<file path="config.mk">
export PLATFORM = sky130hd
export DESIGN_NAME = ext_bus_ctrl
export DESIGN_NICKNAME = d
export VERILOG_FILES = /design/src/verilog/ext_bus_pkg.sv /design/src/verilog/ext_bus_ctrl.sv
export SDC_FILE = /design/constraint.sdc
export NUM_CORES = 1
export LEC_CHECK = 0
export BUFFER_PORTS_ARGS = -buffer_cell sky130_fd_sc_hd__buf_2
export CORE_UTILIZATION = 50
export DETAILED_ROUTE_END_ITERATION = 8
export GPL_TIMING_DRIVEN = 0
export PLACE_DENSITY = 0.87
export SKIP_CTS_REPAIR_TIMING = 1
export SLEW_MARGIN = 20
export SYNTH_ARGS = -nofsm -noshare
export SYNTH_HDL_FRONTEND = slang
export SYNTH_SLANG_ARGS = --single-unit
</file>
<file path="constraint.sdc">
create_clock -name clk_sys -period 3.25 [get_ports clk_sys]
set_input_delay 0.1625 -clock clk_sys [delete_from_list [all_inputs] [get_ports clk_sys]]
set_output_delay 0.1625 -clock clk_sys [all_outputs]
set_load 0.02 [all_outputs]
</file>
<file path="src/verilog/ext_bus_pkg.sv">
package ext_bus_pkg;

    // ==========================================================
    // Widths
    localparam int ADDR_W = 16;
    localparam int DATA_W = 16;
    localparam int PORT_W = 3;
    localparam int UPPER_W = ADDR_W - PORT_W;

    // ==========================================================
    // Values after reset
    localparam logic [ADDR_W-1:0] ADDR_RESET = 16'h0000;
    localparam logic [ADDR_W-1:0] PC_RESET = 16'h0000;
    localparam logic [DATA_W-1:0] DATA_RESET = 16'h0000;
    localparam logic [PORT_W-1:0] PORT_RESET = 3'h0;
    localparam logic [UPPER_W-1:0] UPPER_ZERO = 13'h0000;

    // ==========================================================
    // Cycle counts
    localparam int MIN_RESET_CYCLES = 5;
    localparam int RESUME_CYCLES = 1;
    localparam int SYNC_STAGES = 2;

    // ==========================================================
    // Operations the core may request
    typedef enum logic [1:0] {
        OP_FETCH,
        OP_PORT_IN,
        OP_PORT_OUT,
        OP_TABLE_WRITE
    } op_t;

    // Bus sequencer states
    typedef enum logic [2:0] {
        ST_RESET,
        ST_RESUME,
        ST_IDLE,
        ST_FETCH,
        ST_PORT_IN,
        ST_PORT_OUT,
        ST_DUMMY,
        ST_TABLE_WR
    } state_t;

endpackage
</file>
<file path="src/verilog/ext_bus_ctrl.sv">
`timescale 1ns/1ps
`default_nettype none

// How it works
// - Reset forces strobes high, data bus released
// - Address and PC cleared during reset
// - Execution resumes one cycle after release
// - Reset pin synchronised; latency varies one cycle
// - At most one strobe low at once, except data read, which goes low with port read
// - Address lines always driven, never floating
// - Port number on three low address lines
// - Upper thirteen address lines low on ports
// - Data driven only during write strobes
// - Port read strobe only for port input
// - Port write strobe only for port output
// - Table write strobe only for table write
// - Fetch strobe low on every instruction fetch
module ext_bus_ctrl (
    input wire logic clk_sys, // System clock, 250 MHz
    input wire logic rst_b, // Power-on reset, async active low
    input wire logic reset_in_n, // Device reset pin, async
    input wire logic opValid, // Core requests a bus operation
    input wire logic [1:0] opKind, // Operation, an op_t code
    input wire logic [ext_bus_pkg::PORT_W-1:0] opPort, // Port number
    input wire logic [ext_bus_pkg::DATA_W-1:0] opData, // Word to write
    input wire logic [ext_bus_pkg::ADDR_W-1:0] opAddr, // Table write address
    output logic opReady, // Sequencer accepts a request
    output logic [ext_bus_pkg::DATA_W-1:0] instrWord, // Fetched word
    output logic instrValid, // Pulse, instrWord is new
    output logic [ext_bus_pkg::DATA_W-1:0] portInWord, // Port input word
    output logic portInValid, // Pulse, portInWord is new
    output logic [ext_bus_pkg::ADDR_W-1:0] progCounter, // Program counter
    output logic [ext_bus_pkg::ADDR_W-1:0] addrLines, // Address bus
    input wire logic [ext_bus_pkg::DATA_W-1:0] dataIn, // Data bus level
    output logic [ext_bus_pkg::DATA_W-1:0] dataOut, // Data bus drive value
    output logic dataOutEn_b, // Low while driving data bus
    output logic fetchStrobe_n, // Instruction fetch strobe
    output logic dataReadStrobe_n, // Data read strobe
    output logic portReadStrobe_n, // Port input strobe
    output logic portWriteStrobe_n, // Port output strobe
    output logic tableWriteStrobe_n // Table write strobe
);

    // ==========================================================
    // Reset pin synchroniser
    logic resetSyncA_q;
    logic resetSyncB_q;
    logic inReset;

    // Two flops; the pin edge may land anywhere in the period
    always_ff @(posedge clk_sys or negedge rst_b) begin
        if (!rst_b) begin
            resetSyncA_q <= 1'b0;
            resetSyncB_q <= 1'b0;
        end else begin
            resetSyncA_q <= reset_in_n;
            resetSyncB_q <= resetSyncA_q;
        end
    end
    assign inReset = !resetSyncB_q;

    // ==========================================================
    // Bus sequencer
    ext_bus_pkg::state_t stateQ, stateD;
    logic [ext_bus_pkg::ADDR_W-1:0] pc_q, pc_d, addr_q, addr_d, tblAddr_q, tblAddr_d;
    logic [ext_bus_pkg::PORT_W-1:0] port_q, port_d;
    logic [ext_bus_pkg::DATA_W-1:0] wData_q, wData_d, dOut_q, dOut_d;
    logic oeB_q, oeB_d, ready_q, ready_d;
    logic fetchN_q, fetchN_d, pReadN_q, pReadN_d, pWriteN_q, pWriteN_d, tWriteN_q, tWriteN_d;
    // Next state and outputs; outputs follow the state being entered
    always_comb begin
        stateD = stateQ;
        pc_d = pc_q;
        tblAddr_d = tblAddr_q;
        port_d = port_q;
        wData_d = wData_q;
        case (stateQ)
            ext_bus_pkg::ST_RESET: stateD = ext_bus_pkg::ST_RESUME;
            ext_bus_pkg::ST_RESUME: stateD = ext_bus_pkg::ST_IDLE;
            ext_bus_pkg::ST_IDLE: begin
                if (opValid) begin
                    port_d = opPort;
                    wData_d = opData;
                    tblAddr_d = opAddr;
                    case (ext_bus_pkg::op_t'(opKind))
                        ext_bus_pkg::OP_FETCH: stateD = ext_bus_pkg::ST_FETCH;
                        ext_bus_pkg::OP_PORT_IN: stateD = ext_bus_pkg::ST_PORT_IN;
                        ext_bus_pkg::OP_PORT_OUT: stateD = ext_bus_pkg::ST_PORT_OUT;
                        // Own prefetch came before; dummy prefetch next
                        ext_bus_pkg::OP_TABLE_WRITE: stateD = ext_bus_pkg::ST_DUMMY;
                        default: stateD = ext_bus_pkg::ST_IDLE;
                    endcase
                end
            end
            ext_bus_pkg::ST_FETCH: begin
                pc_d = pc_q + 16'h0001;
                stateD = ext_bus_pkg::ST_IDLE;
            end
            ext_bus_pkg::ST_DUMMY: stateD = ext_bus_pkg::ST_TABLE_WR;
            ext_bus_pkg::ST_TABLE_WR: stateD = ext_bus_pkg::ST_FETCH;
            default: stateD = ext_bus_pkg::ST_IDLE;
        endcase
        // Reset wins over any cycle, a write in flight included
        if (inReset) begin
            stateD = ext_bus_pkg::ST_RESET;
            pc_d = ext_bus_pkg::PC_RESET;
        end
        // Defaults give idle bus: strobes high, data released
        addr_d = addr_q; // Address held, never floated
        dOut_d = dOut_q;
        oeB_d = 1'b1;
        fetchN_d = 1'b1;
        pReadN_d = 1'b1;
        pWriteN_d = 1'b1;
        tWriteN_d = 1'b1;
        ready_d = 1'b0;
        // One case item per state keeps the strobes exclusive
        case (stateD)
            ext_bus_pkg::ST_RESET: addr_d = ext_bus_pkg::ADDR_RESET;
            ext_bus_pkg::ST_RESUME: addr_d = ext_bus_pkg::ADDR_RESET;
            ext_bus_pkg::ST_IDLE: ready_d = 1'b1;
            ext_bus_pkg::ST_FETCH, ext_bus_pkg::ST_DUMMY: begin
                addr_d = pc_d;
                fetchN_d = 1'b0;
            end
            ext_bus_pkg::ST_PORT_IN: begin
                addr_d = {ext_bus_pkg::UPPER_ZERO, port_d};
                pReadN_d = 1'b0;
            end
            ext_bus_pkg::ST_PORT_OUT: begin
                addr_d = {ext_bus_pkg::UPPER_ZERO, port_d};
                pWriteN_d = 1'b0;
                dOut_d = wData_d;
                oeB_d = 1'b0;
            end
            ext_bus_pkg::ST_TABLE_WR: begin
                addr_d = tblAddr_d;
                tWriteN_d = 1'b0;
                dOut_d = wData_d;
                oeB_d = 1'b0;
            end
            default: ready_d = 1'b0;
        endcase
    end

    // Sequencer registers
    always_ff @(posedge clk_sys or negedge rst_b) begin
        if (!rst_b) begin
            stateQ <= ext_bus_pkg::ST_RESET;
            pc_q <= ext_bus_pkg::PC_RESET;
            addr_q <= ext_bus_pkg::ADDR_RESET;
            tblAddr_q <= ext_bus_pkg::ADDR_RESET;
            port_q <= ext_bus_pkg::PORT_RESET;
            wData_q <= ext_bus_pkg::DATA_RESET;
            dOut_q <= ext_bus_pkg::DATA_RESET;
            oeB_q <= 1'b1;
            ready_q <= 1'b0;
            fetchN_q <= 1'b1;
            pReadN_q <= 1'b1;
            pWriteN_q <= 1'b1;
            tWriteN_q <= 1'b1;
        end else begin
            stateQ <= stateD;
            pc_q <= pc_d;
            addr_q <= addr_d;
            tblAddr_q <= tblAddr_d;
            port_q <= port_d;
            wData_q <= wData_d;
            dOut_q <= dOut_d;
            oeB_q <= oeB_d;
            ready_q <= ready_d;
            fetchN_q <= fetchN_d;
            pReadN_q <= pReadN_d;
            pWriteN_q <= pWriteN_d;
            tWriteN_q <= tWriteN_d;
        end
    end

    // ==========================================================
    // Read data capture
    logic [ext_bus_pkg::DATA_W-1:0] dinA_q, dinA_d, dinB_q, dinB_d;
    logic [ext_bus_pkg::DATA_W-1:0] instr_q, instr_d, portIn_q, portIn_d;
    logic capF1_q, capF1_d, capF2_q, capF2_d, capP1_q, capP1_d, capP2_q, capP2_d;
    logic instrV_q, instrV_d, portV_q, portV_d;
    // Bus level passes two flops; a tag pipe follows it so data lines up
    always_comb begin
        dinA_d = dataIn;
        dinB_d = dinA_q;
        capF1_d = (stateQ == ext_bus_pkg::ST_FETCH);
        capP1_d = (stateQ == ext_bus_pkg::ST_PORT_IN);
        capF2_d = capF1_q;
        capP2_d = capP1_q;
        instr_d = capF2_q ? dinB_q : instr_q;
        portIn_d = capP2_q ? dinB_q : portIn_q;
        // Dummy prefetch words are dropped on purpose
        instrV_d = capF2_q;
        portV_d = capP2_q;
    end

    // Capture registers
    always_ff @(posedge clk_sys or negedge rst_b) begin
        if (!rst_b) begin
            dinA_q <= ext_bus_pkg::DATA_RESET;
            dinB_q <= ext_bus_pkg::DATA_RESET;
            instr_q <= ext_bus_pkg::DATA_RESET;
            portIn_q <= ext_bus_pkg::DATA_RESET;
            capF1_q <= 1'b0;
            capF2_q <= 1'b0;
            capP1_q <= 1'b0;
            capP2_q <= 1'b0;
            instrV_q <= 1'b0;
            portV_q <= 1'b0;
        end else begin
            dinA_q <= dinA_d;
            dinB_q <= dinB_d;
            instr_q <= instr_d;
            portIn_q <= portIn_d;
            capF1_q <= capF1_d;
            capF2_q <= capF2_d;
            capP1_q <= capP1_d;
            capP2_q <= capP2_d;
            instrV_q <= instrV_d;
            portV_q <= portV_d;
        end
    end

    // ==========================================================
    // Outputs, each straight from a flop
    assign opReady = ready_q;
    assign instrWord = instr_q;
    assign instrValid = instrV_q;
    assign portInWord = portIn_q;
    assign portInValid = portV_q;
    assign progCounter = pc_q;
    assign addrLines = addr_q;
    assign dataOut = dOut_q;
    assign dataOutEn_b = oeB_q;
    assign fetchStrobe_n = fetchN_q;
    assign dataReadStrobe_n = pReadN_q; // Same flop as the port read strobe
    assign portReadStrobe_n = pReadN_q;
    assign portWriteStrobe_n = pWriteN_q;
    assign tableWriteStrobe_n = tWriteN_q;
endmodule

`default_nettype wire

</file>
# --- Yosys cells after proc, flatten, opt, wreduce, memory -nomap -nowiden ---
# Cells that the tools add are included.
# W data, S select, Z words.
totals:
  register_bits: 164
  inputBits: 57
  out_inout_bits: 89
  elab_cells: 68
op_classes:
  n_addsub: 1
  n_eq_ne: 15
  muxes: 19
  reduce_logical: 8
op_table:
  columns: ["cell", "n"]
  rows:
  - ["$mux W16", 6]
  - ["$pmux W16 S4", 1]
  - ["$pmux W3 S4", 2]
  - ["$eq A3 B3 Y1 const B", 7]
  - ["$add A16 B1 Y16 const B", 1]
  - ["$eq A3 B2 Y1 const B", 4]
  - ["$mux W3", 4]
  - ["$reduce_or A2 Y1", 4]
  - ["$logic_not A3 Y1", 2]
  - ["$mux W1", 6]
  - ["$eq A2 B2 Y1 const B", 2]
  - ["$reduce_bool A4 Y1", 1]
  - ["$eq A3 B1 Y1 const B", 1]
  - ["$eq A2 B1 Y1 const B", 1]
  - ["$logic_not A2 Y1", 1]

# --- Depth between registers and ports, before layout ---
logic_depth:
  ltp_word: 8
  depth_mapped: 8
  depth_no_buf: 7

# --- Least setup slack after synthesis ---
# No wires, ideal clock.
synth_path:
  kind: "reg2reg"
  start: "register stateQ[2]"
  end: "register addr_q (netlist bit addrLines[3])"
  arrival_ns: 1.930
  t_required_ns: 3.130
  setup_slack_ns: 1.200
  stages_incl_launch_ff: 8
  n_path_buf: 3
  cell_sequence: "dfrtp_1 > buf_2 > nor4bb_1 > buf_2 > buf_2 > mux2_1 > a22o_1 > a31o_2"
synth_via:
  elab_cells_between_ends: 23
  classes_between: "eq/ne (10); mux (7); reduce/logical (6)"
synth_rtl:
  columns: ["element", "line_no", "text"]
  rows:
  - ["start, declared", "ext_bus_ctrl.sv:64", "ext_bus_pkg::state_t stateQ, stateD;"]
  - ["start signal, assigned", "ext_bus_ctrl.sv:149", "stateQ <= ext_bus_pkg::ST_RESET;"]
  - ["start signal, assigned", "ext_bus_ctrl.sv:163", "stateQ <= stateD;"]
  - ["$eq A3 B2 Y1", "ext_bus_ctrl.sv:77", "case (stateQ)"]
  - ["$mux W16", "ext_bus_ctrl.sv:77", null]
  - ["net tblAddr_d (one bit)", "ext_bus_ctrl.sv:65", "logic [ext_bus_pkg::ADDR_W-1:0] pc_q, pc_d, addr_q, addr_d, tblAddr_q, tblAddr_d;"]
  - ["$pmux W16 S4", "ext_bus_ctrl.sv:118", "case (stateD)"]
  - ["end signal, assigned", "ext_bus_ctrl.sv:151", "addr_q <= ext_bus_pkg::ADDR_RESET;"]
  - ["end signal, assigned", "ext_bus_ctrl.sv:165", "addr_q <= addr_d;"]
  - ["end, declared", "ext_bus_ctrl.sv:65", null]
# The timed path passes the listed nets, and every way through them passes these cells.
# A chain may end at the register's enable or synchronous reset.

# --- Worst setup path after layout ---
layout_path:
  start: "register stateQ[2]"
  end: "register addr_q (netlist bit addrLines[11])"
layout_via:
  elab_chain_cells: 6
  elab_cells_between_ends: 23
  classes_between: "eq/ne (10); mux (7); reduce/logical (6)"
layout_rtl:
  columns: ["element", "line_no", "text"]
  rows:
  - ["$eq A3 B3 Y1, or another cell as far along", "ext_bus_ctrl.sv:77", null]
  - ["$pmux W3 S4 *", "ext_bus_ctrl.sv:77", null]
  - ["$mux W3 *", "ext_bus_ctrl.sv:104", "if (inReset) begin"]
  - ["net stateD[0]", "ext_bus_ctrl.sv:64", null]
  - ["$eq A3 B3 Y1, or another cell as far along", "ext_bus_ctrl.sv:118", null]
  - ["$reduce_or A2 Y1 (on tied branches)", null, null]
  - ["$pmux W16 S4 or $reduce_bool A4 Y1 (tied branches)", null, null]
# The timed path passes the listed nets; every way through them passes the cells marked *.

==> impl_metrics.toml <==
[worst_hold_path]
worstHoldPathCells = 3
holdCritPathClass = "primary input to flop"
hp-start = "opAddr[0]"
hold_end = "tblAddr_q[0]$_DFF_PN0_"

[synth]
yosysTopAreaCellShare = 0.655
yosys_warnings = 0
synth_edf_count = 0
synth_cell_types = 48
yosysTopAreaCell = "dfrtp_1"
ys_seq_elements = 164
synth_area_leaders = "dfrtp_1 (66%), mux2_2 (13%), dfstp_2 (2.2%), a221o_1 (2.1%), mux2_1 (2.0%)"
avgSynthCellArea_um2 = 15.1
async_reset_ff_frac = 1.00
synth_ff_type = "dfrtp_1"
syn_area_um2 = 6070
synth-seq-area-share = 0.677
yosys-top-cells-count = "dfrtp_1 (159), mux2_2 (70), and2_1 (16), nor2_1 (16), a221o_1 (13)"
synthesis.nets = 462
syn-instance-count = 402
yosysMostFrequentCell = "dfrtp_1"

[clocking]
cts_buffer_depth = 2
clkTransAtPathRegs_ns = 0.06
cts.sinks = 164
clk_latency_ns = 0.42
cts_tree = "done"
cts_inserted_buffers = 17
htreeDepth = 4
cts-root-buf = "clkbuf_16"

[worst_setup_path]
cp_data_required_time_ns = 3.60
endpoint_kind = "flop"
r2r_setup_slack_ns = 0.87
start_kind = "flop"
cp_max_fo = 10
critical_path_arrival_ns = 2.74
critical_path_class = "flop to flop"
rr_endpoint = "addrLines[11]$_DFFE_PN0P_"
rr_startpoint = "stateQ[2]$_DFF_PN0_"
startpoint = "stateQ[2]$_DFF_PN0_"
ff2ff_path_depth = 7

[route]
highest_layer = "met4"
wl_met3_um = 822
drc = 14
routed_wl_um = 13100
dr.pass1.iters = 6
ant_nets = 0
viasPerCell = 5.25
drtIter0Drc = 275
drt-met1-wl_um = 5450
via_count = 4034
drt-wirelength-per-cell_um = 17.1
wl_met2_um = 6670

[sta]
holdWs_ns = -0.0118
slew_violations = 0
setup_viol = 0
fin_skew_ns = 0.00717
period_minus_slack_ns = 2.38
fmax_mhz = 420
worst_pin_slew_ns = 0.694
finalHoldViolCount = 1
timing.final.crit_share = 0.733
relSlewSlack = 0.535
rsz0062_at_grt = "no"

[outcome]
violations = "DRC, hold timing"
status = "finished with violations"

[cells_and_area]
syn2layout_area_growth_pct = 32.9
diodes = 0
finalNetCount = 672
drive_gt1_frac = 0.432
fillerInstances = 799
final_util = 0.694

[placed_design]
place_congestion = 0.822
port_buffers = 145
hpwl_um = 8610

[floorplanning]
start_util = 0.523
die_h_um = 112
core_area_um2 = 11600
dieWidth_um = 112
dieArea_um2 = 12600
ioPinCount = 146
placementRows = 39

[pwr]
power_density_nw_per_um2 = 762
p_leak_nw = 3.92
finalPower_w = 0.00615
irDropWorstVdd_v = 0.000457

[run]
maxCapViolations = 0

[global_routing]
grt_max_degree = 96
grt_use_total = 0.211
grt_antenna_before_repair = 0
first_global_vias = 4034
grt_pass1_wl_um = 20100
grt_overflow_total = 0
[cells in the final DEF, fill, tap and decap left out, types with 5 or more instances in the layout]
cell type | Yosys | layout
clkbuf_16 | 0 | 17
dfrtp_1 | 159 | 159
clkbuf_1 | 6 | 7
inv_1 | 11 | 11
xnor2_1 | 8 | 8
nor2_1 | 16 | 16
nand2b_1 | 5 | 5
nand2_1 | 8 | 8
dlygate4sd3_1 | 0 | 45
a221o_1 | 13 | 13
clkinv_4 | 0 | 5
and2_1 | 16 | 16
mux2_1 | 11 | 11
mux2_2 | 70 | 70
buf_2 | 10 | 154
a22o_1 | 5 | 5
dfstp_2 | 5 | 5
[flip-flops by register name, indices dropped and copies added (netlist names), 16 cells and up]
register and cells:
progCounter 16, tblAddr_q 16, dataOut 16, instrWord 16, portInWord 16, addrLines 16, dinA_q 16, wData_q 16
dinB_q 16
[stage by stage]
stage,setup WS [ns],instance area [um^2],instances,TNS [ns]
after floorplan,1.20,6070,402,0
after global placement,-0.200,6980,690,-30.04
after detailed placement,0.875,7010,691,0
after CTS,0.854,7610,723,0
after global routing,0.745,8070,768,0
final,0.867,8070,768,0
[power by group]
part / total (W) / switching, W / internal [W]
clock network: 0.00199 / 0.000804 / 0.00119
logic: 0.00142 / 0.000798 / 0.000620
registers: 0.00274 / 0.000208 / 0.00253
total: 0.00615 / 0.00181 / 0.00434
[how the worst max path moves through the flow]
stage,to,depth (start not counted)
floorplan,addrLines[3]$_DFFE_PN0P_,7
global placement,tblAddr_q[12]$_DFF_PN0_,1
detailed placement,addrLines[0]$_DFFE_PN0P_,7
CTS,addrLines[0]$_DFFE_PN0P_,7
global route,addrLines[11]$_DFFE_PN0P_,7
finish,addrLines[11]$_DFFE_PN0P_,7
[critical path, stage by stage, from the launching register on]
cell and delay, ns:
dfrtp_1 0.35, buf_2 0.17, nand2b_1 0.19, o2111a_1 0.33, nor4_2 0.63, buf_2 0.38
and2_1 0.17, a221o_1 0.11
[metal layers]
| metal | up-vias | track usage |
|---|---|---|
| met4 | 0 | 0.0738 |
| met2 | 131 | 0.348 |
| met1 | 2055 | 0.267 |
| li1 | 1832 | - |
| met3 | 16 | 0.0648 |
| met5 | - | 0 |
[layout make-up]
type / instances / area [um^2] / area share
flip-flops and latches: 164 / 4110 / 0.510
multi-input cells: 209 / 1840 / 0.228
repair buffers: 191 / 1210 / 0.150
clock buffers: 20 / 457 / 0.0566
well taps: 143 / 179 / 0.0222
clock inverters: 12 / 145 / 0.0180
plain buffers: 18 / 83.8 / 0.0104
inverters: 11 / 41.3 / 0.00512
[cell families (layout without fill, tap and decap cells)]
family / Yosys count / after routing / synth area share
AO/OA/AOI/OAI: 35 / 35 / 0.0495
flip-flops: 164 / 164 / 0.677
XOR/XNOR: 12 / 12 / 0.0173
adder cells (fa/ha/maj): 3 / 3 / 0.00618
AND/OR/NAND/NOR: 74 / 74 / 0.0726
buffers and inverters: 29 / 252 / 0.0206
multiplexers: 85 / 85 / 0.157
Power figures use the tool's default switching activity.
